==> src/rtl/rbcp_pkg.sv <==
// shared constants, types and encodings of the relay bank command parser
package rbcp_pkg;
   localparam int unsigned CLK_HZ        = 10_000_000;
   localparam int unsigned MS_TIME_MS    = 1;
   localparam int unsigned MS_CYC        = CLK_HZ / 1000 * MS_TIME_MS;
   localparam int unsigned PWRUP_TIME_S  = 5;
   localparam int unsigned PWRUP_CYC     = CLK_HZ * PWRUP_TIME_S;
   localparam logic [7:0]  BLINK_MS      = 8'hfa;
   localparam int unsigned NUM_RELAYS    = 32;
   localparam logic [16:0] MAX_IDX       = 17'h0001f;
   localparam logic [16:0] MAX_DLY       = 17'h0ffff;
   localparam logic [2:0]  IDX_DIGITS    = 3'h2;
   localparam logic [2:0]  DLY_DIGITS    = 3'h5;

   localparam logic [7:0]  ASC_LF        = 8'h0a;
   localparam logic [7:0]  ASC_CR        = 8'h0d;
   localparam logic [7:0]  ASC_ZERO      = 8'h30;
   localparam logic [7:0]  ASC_NINE      = 8'h39;
   localparam logic [7:0]  ASC_LOW_A     = 8'h61;
   localparam logic [7:0]  ASC_LOW_Z     = 8'h7a;
   localparam logic [7:0]  ASC_CASE      = 8'h20;
   localparam logic [7:0]  CMD_CLOSE     = 8'h43;
   localparam logic [7:0]  CMD_OPEN      = 8'h4f;
   localparam logic [7:0]  CMD_DELAY     = 8'h44;
   localparam logic [7:0]  CMD_RESET     = 8'h52;
   localparam logic [7:0]  CMD_SET       = 8'h53;
   localparam logic [7:0]  CMD_QUERY     = 8'h51;
   localparam logic [7:0]  CMD_TIME      = 8'h54;
   localparam logic [7:0]  CMD_IDENT     = 8'h49;

   // identity text is arbitrary, it names no real maker or part
   localparam logic [4:0]   ID_LEN       = 5'h18;
   localparam logic [191:0] ID_STR       = "NONE RB32;RELAY;1.0;0000";
   localparam logic [4:0]   STAT_LEN     = 5'h01;
   localparam logic [4:0]   TIME_LEN     = 5'h05;

   typedef enum logic [5:0] {
      ST_BOOT = 6'h01,
      ST_IDLE = 6'h02,
      ST_ARG  = 6'h04,
      ST_EXEC = 6'h08,
      ST_WAIT = 6'h10,
      ST_SEND = 6'h20
   } rbcp_state_e;

   typedef enum logic [1:0] {
      RESP_NONE = 2'h0,
      RESP_STAT = 2'h1,
      RESP_TIME = 2'h2,
      RESP_ID   = 2'h3
   } rbcp_resp_e;

   typedef struct packed {
      logic [7:0] data;
      logic       eom;
   } rbcp_byte_s;
endpackage : rbcp_pkg

==> src/rtl/rbcp_top.sv <==
// relay bank command parser: ascii command stream in, 32 relays and replies out
`timescale 1ns/1ps
module rbcp_top #(
   parameter int unsigned PWRUP_CYC = rbcp_pkg::PWRUP_CYC,
   parameter int unsigned MS_CYC    = rbcp_pkg::MS_CYC
) (
   input  wire logic                clk,
   input  wire logic                rst,
   input  wire rbcp_pkg::rbcp_byte_s rx,
   input  wire logic                rx_valid,
   output logic                     rx_ready,
   output rbcp_pkg::rbcp_byte_s     tx,
   output logic                     tx_valid,
   input  wire logic                tx_ready,
   input  wire logic                ws_cmd_valid,
   input  wire logic                ws_cmd_supported,
   output logic                     ws_unsup_err,
   output logic [31:0]              relay,
   output logic [31:0]              chan_led,
   output logic                     power_led,
   output logic                     msg_led
);
   rbcp_pkg::rbcp_state_e state, next_state;
   rbcp_pkg::rbcp_resp_e  resp, exec_resp;
   rbcp_pkg::rbcp_byte_s  held, in_b, spare, push_b;
   logic        held_v, next_held_v, hold_it, take;
   logic [25:0] pwr_cnt;
   logic [13:0] pscale;
   logic        ms_tick;
   logic [7:0]  blink_cnt;
   logic [7:0]  cmd, c;
   logic [2:0]  kwi, ndig, maxd;
   logic [16:0] acc;
   logic [19:0] bcd, dly_bcd;
   logic [15:0] dly, ms_left;
   logic [4:0]  sel, idx, sidx, body_len;
   logic [3:0]  dval;
   logic        term, is_dig, is_cmd, is_term, kw_hit, dig_ok, valid_idx, exec_wait;
   logic        spare_v, push, skip, last;
   logic [7:0]  out_c;
   logic [2:0]  lead;

   // folding case here lets every comparison below use upper case only
   function automatic logic [7:0] upcase(input logic [7:0] ch);
      upcase = (ch >= rbcp_pkg::ASC_LOW_A && ch <= rbcp_pkg::ASC_LOW_Z) ? ch - rbcp_pkg::ASC_CASE : ch;
   endfunction : upcase

   // letters that follow the short form in the long keyword
   function automatic logic [7:0] kw_char(input logic [7:0] op, input logic [2:0] i);
      logic [63:0] s;
      logic [2:0]  n;
      s = 64'h0;
      n = 3'h0;
      case (op)
         rbcp_pkg::CMD_CLOSE: begin s = 64'("LOSE");  n = 3'h4; end
         rbcp_pkg::CMD_OPEN:  begin s = 64'("PEN");   n = 3'h3; end
         rbcp_pkg::CMD_DELAY: begin s = 64'("ELAY");  n = 3'h4; end
         rbcp_pkg::CMD_RESET: begin s = 64'("ESET");  n = 3'h4; end
         rbcp_pkg::CMD_SET:   begin s = 64'("ET");    n = 3'h2; end
         rbcp_pkg::CMD_QUERY: begin s = 64'("UERY?"); n = 3'h5; end
         rbcp_pkg::CMD_TIME:  begin s = 64'("IME?");  n = 3'h4; end
         rbcp_pkg::CMD_IDENT: begin s = 64'("DN?");   n = 3'h3; end
         default:             begin s = 64'h0;        n = 3'h0; end
      endcase
      kw_char = (i < n) ? s[8 * (int'(n) - 1 - int'(i)) +: 8] : 8'h00;
   endfunction : kw_char

   // decode of the byte on offer, either a held-over byte or the stream
   always_comb begin
      in_b    = held_v ? held : rx;
      take    = held_v | (rx_valid & rx_ready);
      c       = upcase(in_b.data);
      is_dig  = (c >= rbcp_pkg::ASC_ZERO) && (c <= rbcp_pkg::ASC_NINE);
      dval    = 4'(c - rbcp_pkg::ASC_ZERO);
      is_term = (c == rbcp_pkg::ASC_LF) || in_b.eom;
      is_cmd  = (kw_char(c, 3'h0) != 8'h00);
      case (cmd)
         rbcp_pkg::CMD_DELAY: maxd = rbcp_pkg::DLY_DIGITS;
         rbcp_pkg::CMD_TIME,
         rbcp_pkg::CMD_IDENT: maxd = 3'h0;
         default:             maxd = rbcp_pkg::IDX_DIGITS;
      endcase
      dig_ok    = is_dig && (ndig < maxd);
      kw_hit    = (ndig == 3'h0) && (c != 8'h00) && (c == kw_char(cmd, kwi));
      idx       = acc[4:0];
      valid_idx = (ndig != 3'h0) && (acc <= rbcp_pkg::MAX_IDX);
      exec_wait = valid_idx && (dly != 16'h0) && (cmd == rbcp_pkg::CMD_CLOSE || cmd == rbcp_pkg::CMD_OPEN ||
                  cmd == rbcp_pkg::CMD_QUERY || cmd == rbcp_pkg::CMD_RESET || cmd == rbcp_pkg::CMD_SET);
      case (cmd)
         rbcp_pkg::CMD_QUERY: exec_resp = rbcp_pkg::RESP_STAT;
         rbcp_pkg::CMD_TIME:  exec_resp = rbcp_pkg::RESP_TIME;
         rbcp_pkg::CMD_IDENT: exec_resp = rbcp_pkg::RESP_ID;
         default:             exec_resp = resp;
      endcase
   end

   always_comb begin
      next_state = state;
      hold_it    = 1'b0;
      case (state)
         rbcp_pkg::ST_BOOT: begin
            if (pwr_cnt == 26'(PWRUP_CYC - 1)) next_state = rbcp_pkg::ST_IDLE;
         end
         rbcp_pkg::ST_IDLE: begin
            if (take && is_cmd) begin
               next_state = in_b.eom ? rbcp_pkg::ST_EXEC : rbcp_pkg::ST_ARG;
            end else if (take && is_term && resp != rbcp_pkg::RESP_NONE) begin
               next_state = rbcp_pkg::ST_SEND;
            end
         end
         rbcp_pkg::ST_ARG: begin
            if (take) begin
               if (dig_ok) begin
                  if ((ndig + 3'h1 == maxd) || in_b.eom) next_state = rbcp_pkg::ST_EXEC;
               end else if (kw_hit) begin
                  if (in_b.eom) next_state = rbcp_pkg::ST_EXEC;
               end else begin
                  // the byte that ends the argument is kept and parsed again
                  hold_it    = 1'b1;
                  next_state = rbcp_pkg::ST_EXEC;
               end
            end
         end
         rbcp_pkg::ST_EXEC: begin
            if (exec_wait) next_state = rbcp_pkg::ST_WAIT;
            else if (term && exec_resp != rbcp_pkg::RESP_NONE) next_state = rbcp_pkg::ST_SEND;
            else next_state = rbcp_pkg::ST_IDLE;
         end
         rbcp_pkg::ST_WAIT: begin
            if (ms_tick && ms_left == 16'h1) begin
               next_state = (term && resp != rbcp_pkg::RESP_NONE) ? rbcp_pkg::ST_SEND : rbcp_pkg::ST_IDLE;
            end
         end
         rbcp_pkg::ST_SEND: begin
            if (push && last) next_state = rbcp_pkg::ST_IDLE;
         end
         default: next_state = rbcp_pkg::ST_BOOT;
      endcase
      next_held_v = hold_it | (held_v & ~(take & (state == rbcp_pkg::ST_IDLE || state == rbcp_pkg::ST_ARG)));
   end

   always_ff @(posedge clk) begin
      if (rst) begin
         state   <= rbcp_pkg::ST_BOOT;
         pwr_cnt <= 26'h0;
      end else begin
         state <= next_state;
         if (state == rbcp_pkg::ST_BOOT) pwr_cnt <= pwr_cnt + 26'h1;
      end
   end

   // millisecond enable; restarted at each command so a delay is never short
   always_ff @(posedge clk) begin
      if (rst) begin
         pscale    <= 14'h0;
         ms_tick   <= 1'b0;
         blink_cnt <= 8'h0;
         power_led <= 1'b0;
         msg_led   <= 1'b0;
      end else begin
         ms_tick <= 1'b0;
         if (state == rbcp_pkg::ST_EXEC || pscale == 14'(MS_CYC - 1)) pscale <= 14'h0;
         else pscale <= pscale + 14'h1;
         if (state != rbcp_pkg::ST_EXEC && pscale == 14'(MS_CYC - 1)) ms_tick <= 1'b1;
         power_led <= 1'b1;
         if (state == rbcp_pkg::ST_BOOT) begin
            if (ms_tick) begin
               blink_cnt <= (blink_cnt == rbcp_pkg::BLINK_MS - 8'h1) ? 8'h0 : blink_cnt + 8'h1;
               if (blink_cnt == rbcp_pkg::BLINK_MS - 8'h1) msg_led <= ~msg_led;
            end
         end else begin
            msg_led <= 1'b0;
         end
      end
   end

   // registered ready: a byte is only offered when the parser can surely take it
   always_ff @(posedge clk) begin
      if (rst) begin
         held_v   <= 1'b0;
         held     <= '0;
         rx_ready <= 1'b0;
      end else begin
         held_v   <= next_held_v;
         if (hold_it) held <= in_b;
         rx_ready <= (next_state == rbcp_pkg::ST_IDLE || next_state == rbcp_pkg::ST_ARG) && !next_held_v;
      end
   end

   always_ff @(posedge clk) begin
      if (rst) begin
         cmd  <= 8'h0;
         kwi  <= 3'h0;
         ndig <= 3'h0;
         acc  <= 17'h0;
         bcd  <= 20'h0;
         term <= 1'b0;
      end else if (take && state == rbcp_pkg::ST_IDLE && is_cmd) begin
         cmd  <= c;
         kwi  <= 3'h0;
         ndig <= 3'h0;
         acc  <= 17'h0;
         bcd  <= 20'h0;
         term <= in_b.eom;
      end else if (take && state == rbcp_pkg::ST_ARG && !hold_it) begin
         term <= in_b.eom;
         if (dig_ok) begin
            acc  <= 17'(acc * 17'd10 + 17'(dval));
            bcd  <= {bcd[15:0], dval};
            ndig <= ndig + 3'h1;
         end else begin
            kwi <= kwi + 3'h1;
         end
      end else if (state == rbcp_pkg::ST_SEND && next_state == rbcp_pkg::ST_IDLE) begin
         term <= 1'b0;
      end
   end

   always_ff @(posedge clk) begin
      if (rst) begin
         relay    <= 32'h0;
         chan_led <= 32'h0;
         sel      <= 5'h0;
         dly      <= 16'h0;
         dly_bcd  <= 20'h0;
         resp     <= rbcp_pkg::RESP_NONE;
         ms_left  <= 16'h0;
      end else begin
         if (state == rbcp_pkg::ST_EXEC) begin
            resp    <= exec_resp;
            ms_left <= dly;
            case (cmd)
               rbcp_pkg::CMD_CLOSE: if (valid_idx) begin
                  relay[idx]    <= 1'b1;
                  chan_led[idx] <= 1'b1;
                  sel           <= idx;
               end
               rbcp_pkg::CMD_OPEN: if (valid_idx) begin
                  relay[idx]    <= 1'b0;
                  chan_led[idx] <= 1'b0;
                  sel           <= idx;
               end
               rbcp_pkg::CMD_QUERY: if (valid_idx) sel <= idx;
               rbcp_pkg::CMD_RESET: if (ndig == 3'h0 || valid_idx) begin
                  relay    <= 32'h0;
                  chan_led <= 32'h0;
                  if (valid_idx) sel <= idx;
               end
               rbcp_pkg::CMD_SET: if (ndig == 3'h0 || valid_idx) begin
                  relay    <= 32'hffffffff;
                  chan_led <= 32'hffffffff;
                  if (valid_idx) sel <= idx;
               end
               rbcp_pkg::CMD_DELAY: if (ndig != 3'h0 && acc <= rbcp_pkg::MAX_DLY) begin
                  dly     <= acc[15:0];
                  dly_bcd <= bcd;
               end
               default: ;
            endcase
         end else if (state == rbcp_pkg::ST_WAIT && ms_tick) begin
            ms_left <= ms_left - 16'h1;
         end else if (state == rbcp_pkg::ST_SEND && push && last) begin
            resp <= rbcp_pkg::RESP_NONE;
         end
      end
   end

   // reply bytes: body, then cr, then lf carrying end-of-message
   always_comb begin
      lead = 3'h4;
      for (int k = 4; k >= 0; k--) begin
         if (dly_bcd[19 - 4 * k -: 4] != 4'h0) lead = 3'(k);
      end
      case (resp)
         rbcp_pkg::RESP_STAT: body_len = rbcp_pkg::STAT_LEN;
         rbcp_pkg::RESP_TIME: body_len = rbcp_pkg::TIME_LEN;
         default:             body_len = rbcp_pkg::ID_LEN;
      endcase
      if (sidx == body_len) begin
         out_c = rbcp_pkg::ASC_CR;
      end else if (sidx > body_len) begin
         out_c = rbcp_pkg::ASC_LF;
      end else if (resp == rbcp_pkg::RESP_STAT) begin
         out_c = rbcp_pkg::ASC_ZERO + {7'h0, relay[sel]};
      end else if (resp == rbcp_pkg::RESP_TIME) begin
         out_c = rbcp_pkg::ASC_ZERO + {4'h0, dly_bcd[19 - 4 * int'(sidx) -: 4]};
      end else begin
         out_c = rbcp_pkg::ID_STR[8 * (int'(rbcp_pkg::ID_LEN) - 1 - int'(sidx)) +: 8];
      end
      last        = (sidx > body_len);
      skip        = (state == rbcp_pkg::ST_SEND) && (resp == rbcp_pkg::RESP_TIME) && (sidx < 5'(lead));
      push        = (state == rbcp_pkg::ST_SEND) && !skip && !spare_v;
      push_b.data = out_c;
      push_b.eom  = last;
   end

   always_ff @(posedge clk) begin
      if (rst) sidx <= 5'h0;
      else if (state != rbcp_pkg::ST_SEND) sidx <= 5'h0;
      else if (skip || push) sidx <= sidx + 5'h1;
   end

   // two-entry output buffer: tx is the head, spare the second word;
   // a stalled reader fills spare and then stops the reply walk
   always_ff @(posedge clk) begin
      if (rst) begin
         tx       <= '0;
         tx_valid <= 1'b0;
         spare    <= '0;
         spare_v  <= 1'b0;
      end else if (!tx_valid || tx_ready) begin
         if (spare_v) begin
            tx       <= spare;
            tx_valid <= 1'b1;
            spare_v  <= push;
            if (push) spare <= push_b;
         end else begin
            tx_valid <= push;
            if (push) tx <= push_b;
         end
      end else if (push) begin
         spare   <= push_b;
         spare_v <= 1'b1;
      end
   end

   always_ff @(posedge clk) begin
      if (rst) ws_unsup_err <= 1'b0;
      else ws_unsup_err <= ws_cmd_valid & ~ws_cmd_supported;
   end
endmodule : rbcp_top

==> config.mk <==
export PLATFORM = sky130hd
export DESIGN_NAME = rbcp_top
export DESIGN_NICKNAME = d
export VERILOG_FILES = /design/src/rtl/rbcp_pkg.sv /design/src/rtl/rbcp_top.sv
export SDC_FILE = /design/constraint.sdc
export NUM_CORES = 1
export LEC_CHECK = 0
export BUFFER_PORTS_ARGS = -buffer_cell sky130_fd_sc_hd__buf_2
export CORE_MARGIN = 5
export CORE_UTILIZATION = 57
export DETAILED_ROUTE_END_ITERATION = 10
export PLACE_DENSITY = 0.76
export SYNTH_ARGS = -nofsm -noshare
export SYNTH_HDL_FRONTEND = slang
export SYNTH_SLANG_ARGS = --single-unit
export TNS_END_PERCENT = 50
==> constraint.sdc <==
create_clock -name clk -period 5.5 [get_ports clk]
set_clock_uncertainty 0.05 [all_clocks]
set_input_delay 0.55 -clock clk [delete_from_list [all_inputs] [get_ports clk]]
set_output_delay 0.55 -clock clk [all_outputs]
set_load 0.01 [all_outputs]
==> qor.csv <==
metric;value;unit
initial core utilization;57.4;%
share of the yosys chip area belonging to registers;35.8;%
routability congestion estimate from global placement;0.954;
first-pass GRT wire length;61800;um
overall power after layout;4.05;mW
fillers;2262;
data arrival time of the critical path;5.29;ns
logic gate share of total power;2.5;%
average vias per placed instance;6.05;
Max FO, Critical Path;19;
number of enable-type register cells in the synthesized netlist;0;
violation count after the first detailed-routing iteration;938;
post-synthesis net count;1904;
pwr/cell area;247;nW/um^2
TritonCTS clock tree;done;
Setup Viol. Count Final;0;
DR DRC count;0;
Psw;0.858;mW
cell types with the largest area share after synthesis;sky130_fd_sc_hd__dfxtp_1 36%, sky130_fd_sc_hd__a21oi_1 6.9%, sky130_fd_sc_hd__nand2_1 5.6%;
total global-route track usage;24.9;%
area fraction of the dominant cell type after synthesis;35.8;%
postcts setup bufs;0;
count of non-filler cells in the finished layout;2214;
library cell with the largest summed area after synthesis;sky130_fd_sc_hd__dfxtp_1;
cts-stage hold buffer count;0;
post-CTS sizing;0;
synthesis warning total;0;
cts bufs inserted;29;
number of cells produced by synthesis;1823;
layout cell share with drive strength beyond 1;11.5;%
Die Ht;171;um
first drt pass iteration count;5;
commonest cells after routing, fill and taps aside;265 x sky130_fd_sc_hd__dfxtp_1, 220 x sky130_fd_sc_hd__nand2_1, 204 x sky130_fd_sc_hd__a21oi_1;
Max Fclk;204;MHz
internal power contribution;3.19;mW
Crit Path Class;reg2reg;
number of top-level design ports;93;
clock insertion delay at the later pin of the skew report;0.54;ns
unrepaired setup endpoints after global routing;no;
Tmin final;4.90;ns
total wirelength of the detailed-routed design;37700;um
horizontal extent of the die;171;um
status;completed;
Clock H-tree levels;1;
average routed wire per standard cell;17.0;um
Max Root-Sink Buffers;3;
worst rel slew slack;24.9;%
slew at the pin closest to its max-slew limit;1.13;ns
row count;59;
Slew Viols, Final;0;
synthesized area per cell;8.13;sq um
post-synthesis register bit count;265;
nets;1938;
Async SR Flop Fraction;0;%
class of the tightest hold or removal check;in2reg;
most common cell after layout, fill and taps aside;sky130_fd_sc_hd__dfxtp_1;
number of clock sinks seen by CTS;265;
synthesized cell area;14800;sq um
post-route ant nets;0;
sequential share of power;47.6;%
nature of the critical path startpoint;flop;
layout overhead on the synthesized area;10.9;%
maxcap violations;0;
total negative slack for setup checks;0;ns
largest net degree at the start of global routing;65;
fraction of power spent switching nets;21.2;%
R2R setup slack;0.60;ns
part of the power in the clock network;49.9;%
ys flop type;sky130_fd_sc_hd__dfxtp_1;
count of antenna diodes in the layout;0;
half-perimeter wire length after detailed placement;26700;um
initial antenna violation count;0;
vias in the first global route;12500;
cell total after placement;2161;
total grt overflow;0;
placeable core region;25800;sq um
maximum VDD drop;293;uV
number of unique standard cell types used by synthesis;91;
Clock Pin Slew Worst Setup and Hold Paths;0.06;ns
category of the worst setup path capture point;flop;
via count;13400;
CP required;5.89;ns
total die area;29300;sq um
ratio of final minimum period to clock period;89.1;%
root buffer selected by CTS;sky130_fd_sc_hd__clkbuf_16;
count of input and output buffers;91;
Final Hold Fails;0;
static leakage;6.12;nW
==> state kept, by name, summed over array words and instances, names as in the netlist, 5 cells and up <==
register	cells
acc	17
relay	32
spare	8
sel	5
state	6
tx	8
pwr_cnt	26
ms_left	16
sidx	5
pscale	14
bcd	19
dly	15
dly_bcd	20
held	9
blink_cnt	8
chan_led	32
cmd	8
==> per-layer routing <==
layer  up-vias  global-route usage [%]  routed length (um)
met5         -                       0                   0
met4         0                    6.44                 816
met3        70                    3.06                2120
met2       394                    41.9               17800
met1      6338                    34.2               17000
li1       6600                       -                   -
==> power groups by stage <==
stage	clock network, mW	logic, mW	registers, mW
finish	2.02	0.103	1.93
CTS	2.05	0.102	1.93
detailed placement	0	0.101	1.97
global route	2.14	0.112	1.93
floorplan	0	0.0710	1.97
global placement	0	0.0995	1.97
==> critical path: stages, from the launching register on <==
cell and delay (ns):
sky130_fd_sc_hd__dfxtp_1 0.38, sky130_fd_sc_hd__nor2b_1 0.42, sky130_fd_sc_hd__nand4_1 0.25, sky130_fd_sc_hd__o21ai_0 0.28
sky130_fd_sc_hd__inv_1 0.09, sky130_fd_sc_hd__ha_1 0.34, sky130_fd_sc_hd__fa_1 0.67, sky130_fd_sc_hd__nand2_1 0.11
sky130_fd_sc_hd__or4_1 0.48, sky130_fd_sc_hd__o41ai_1 0.09, sky130_fd_sc_hd__o2111ai_1 0.21, sky130_fd_sc_hd__xnor2_1 0.17
sky130_fd_sc_hd__nand4_1 0.16, sky130_fd_sc_hd__a2111oi_4 0.48, sky130_fd_sc_hd__nor2b_1 0.09, sky130_fd_sc_hd__buf_4 0.22
sky130_fd_sc_hd__a2111oi_2 0.33
==> path summary, 6_finish.rpt <==
check,from,end,depth (start not counted)
setup / recovery,cmd[0],rx_ready,16
hold / removal,ws_cmd_supported,ws_unsup_err,2
setup reg to reg,cmd[0],rx_ready,16
hold reg to reg,bcd[16],bcd[16],2
==> stage by stage <==
stage,worst slack [ns],util [%],hold WS (ns),area (sq um)
2_1_floorplan,1.03,-,0.379,14800
3_3_place_gp,0.689,59.7,0.395,15400
3_5_place_dp,0.629,59.7,0.398,15400
4_1_cts,0.591,63.6,0.161,16400
5_1_grt,0.250,63.6,0.165,16400
6_report,0.601,63.6,0.181,16400
==> synth_stat cells, types with 4 or more instances <==
cell type	n
sky130_fd_sc_hd__buf_1	4
sky130_fd_sc_hd__nor4_1	28
sky130_fd_sc_hd__a32oi_1	5
sky130_fd_sc_hd__buf_6	5
sky130_fd_sc_hd__nand4_1	20
sky130_fd_sc_hd__o211ai_1	18
sky130_fd_sc_hd__nor2_1	187
sky130_fd_sc_hd__o31a_1	4
sky130_fd_sc_hd__a221oi_1	5
sky130_fd_sc_hd__nand2_1	220
sky130_fd_sc_hd__or4_1	8
sky130_fd_sc_hd__or2_2	6
sky130_fd_sc_hd__ha_1	63
sky130_fd_sc_hd__nor3b_1	13
sky130_fd_sc_hd__mux2i_1	24
sky130_fd_sc_hd__o31ai_1	6
sky130_fd_sc_hd__inv_1	47
sky130_fd_sc_hd__nor4bb_1	7
sky130_fd_sc_hd__a21o_1	6
sky130_fd_sc_hd__and2_1	11
sky130_fd_sc_hd__buf_2	19
sky130_fd_sc_hd__o21a_1	72
sky130_fd_sc_hd__a211oi_1	47
sky130_fd_sc_hd__dfxtp_1	265
sky130_fd_sc_hd__nand3_1	42
sky130_fd_sc_hd__mux4_2	14
sky130_fd_sc_hd__nor3_1	37
sky130_fd_sc_hd__nor2b_1	15
sky130_fd_sc_hd__clkbuf_1	84
sky130_fd_sc_hd__a31oi_1	12
sky130_fd_sc_hd__nand3b_1	9
sky130_fd_sc_hd__and3_1	17
sky130_fd_sc_hd__nand2b_1	7
sky130_fd_sc_hd__mux2_2	5
sky130_fd_sc_hd__or2_1	5
sky130_fd_sc_hd__a21oi_1	204
sky130_fd_sc_hd__o21ai_1	8
sky130_fd_sc_hd__or3_1	17
sky130_fd_sc_hd__xnor2_1	41
sky130_fd_sc_hd__o21ai_0	78
sky130_fd_sc_hd__xor2_1	48
==> final cells by class <==
class                   instances  area, sq um  area share (%)
inverters                      49          184            1.12
well taps                     335          419            2.55
multi-input cells            1394         8860            53.9
flip-flops and latches        265         5310            32.3
repair buffers                118          661            4.02
clock buffers                  41          831            5.05
clock inverters                12          176            1.07
==> logic make-up (layout without fill, tap and decap cells) <==
family          after synthesis  count (layout)  synth area share [%]
simple gates                673             673                  21.9
compound gates              516             516                  21.9
flops                       265             265                  35.8
buf+inv                     164             220                  4.64
xor+xnor                     89              89                  5.26
fa+ha+maj                    66              66                  5.72
mux                          49              49                  4.74
other cells                   1               1                0.0253
(Power assumes the default switching activity.)
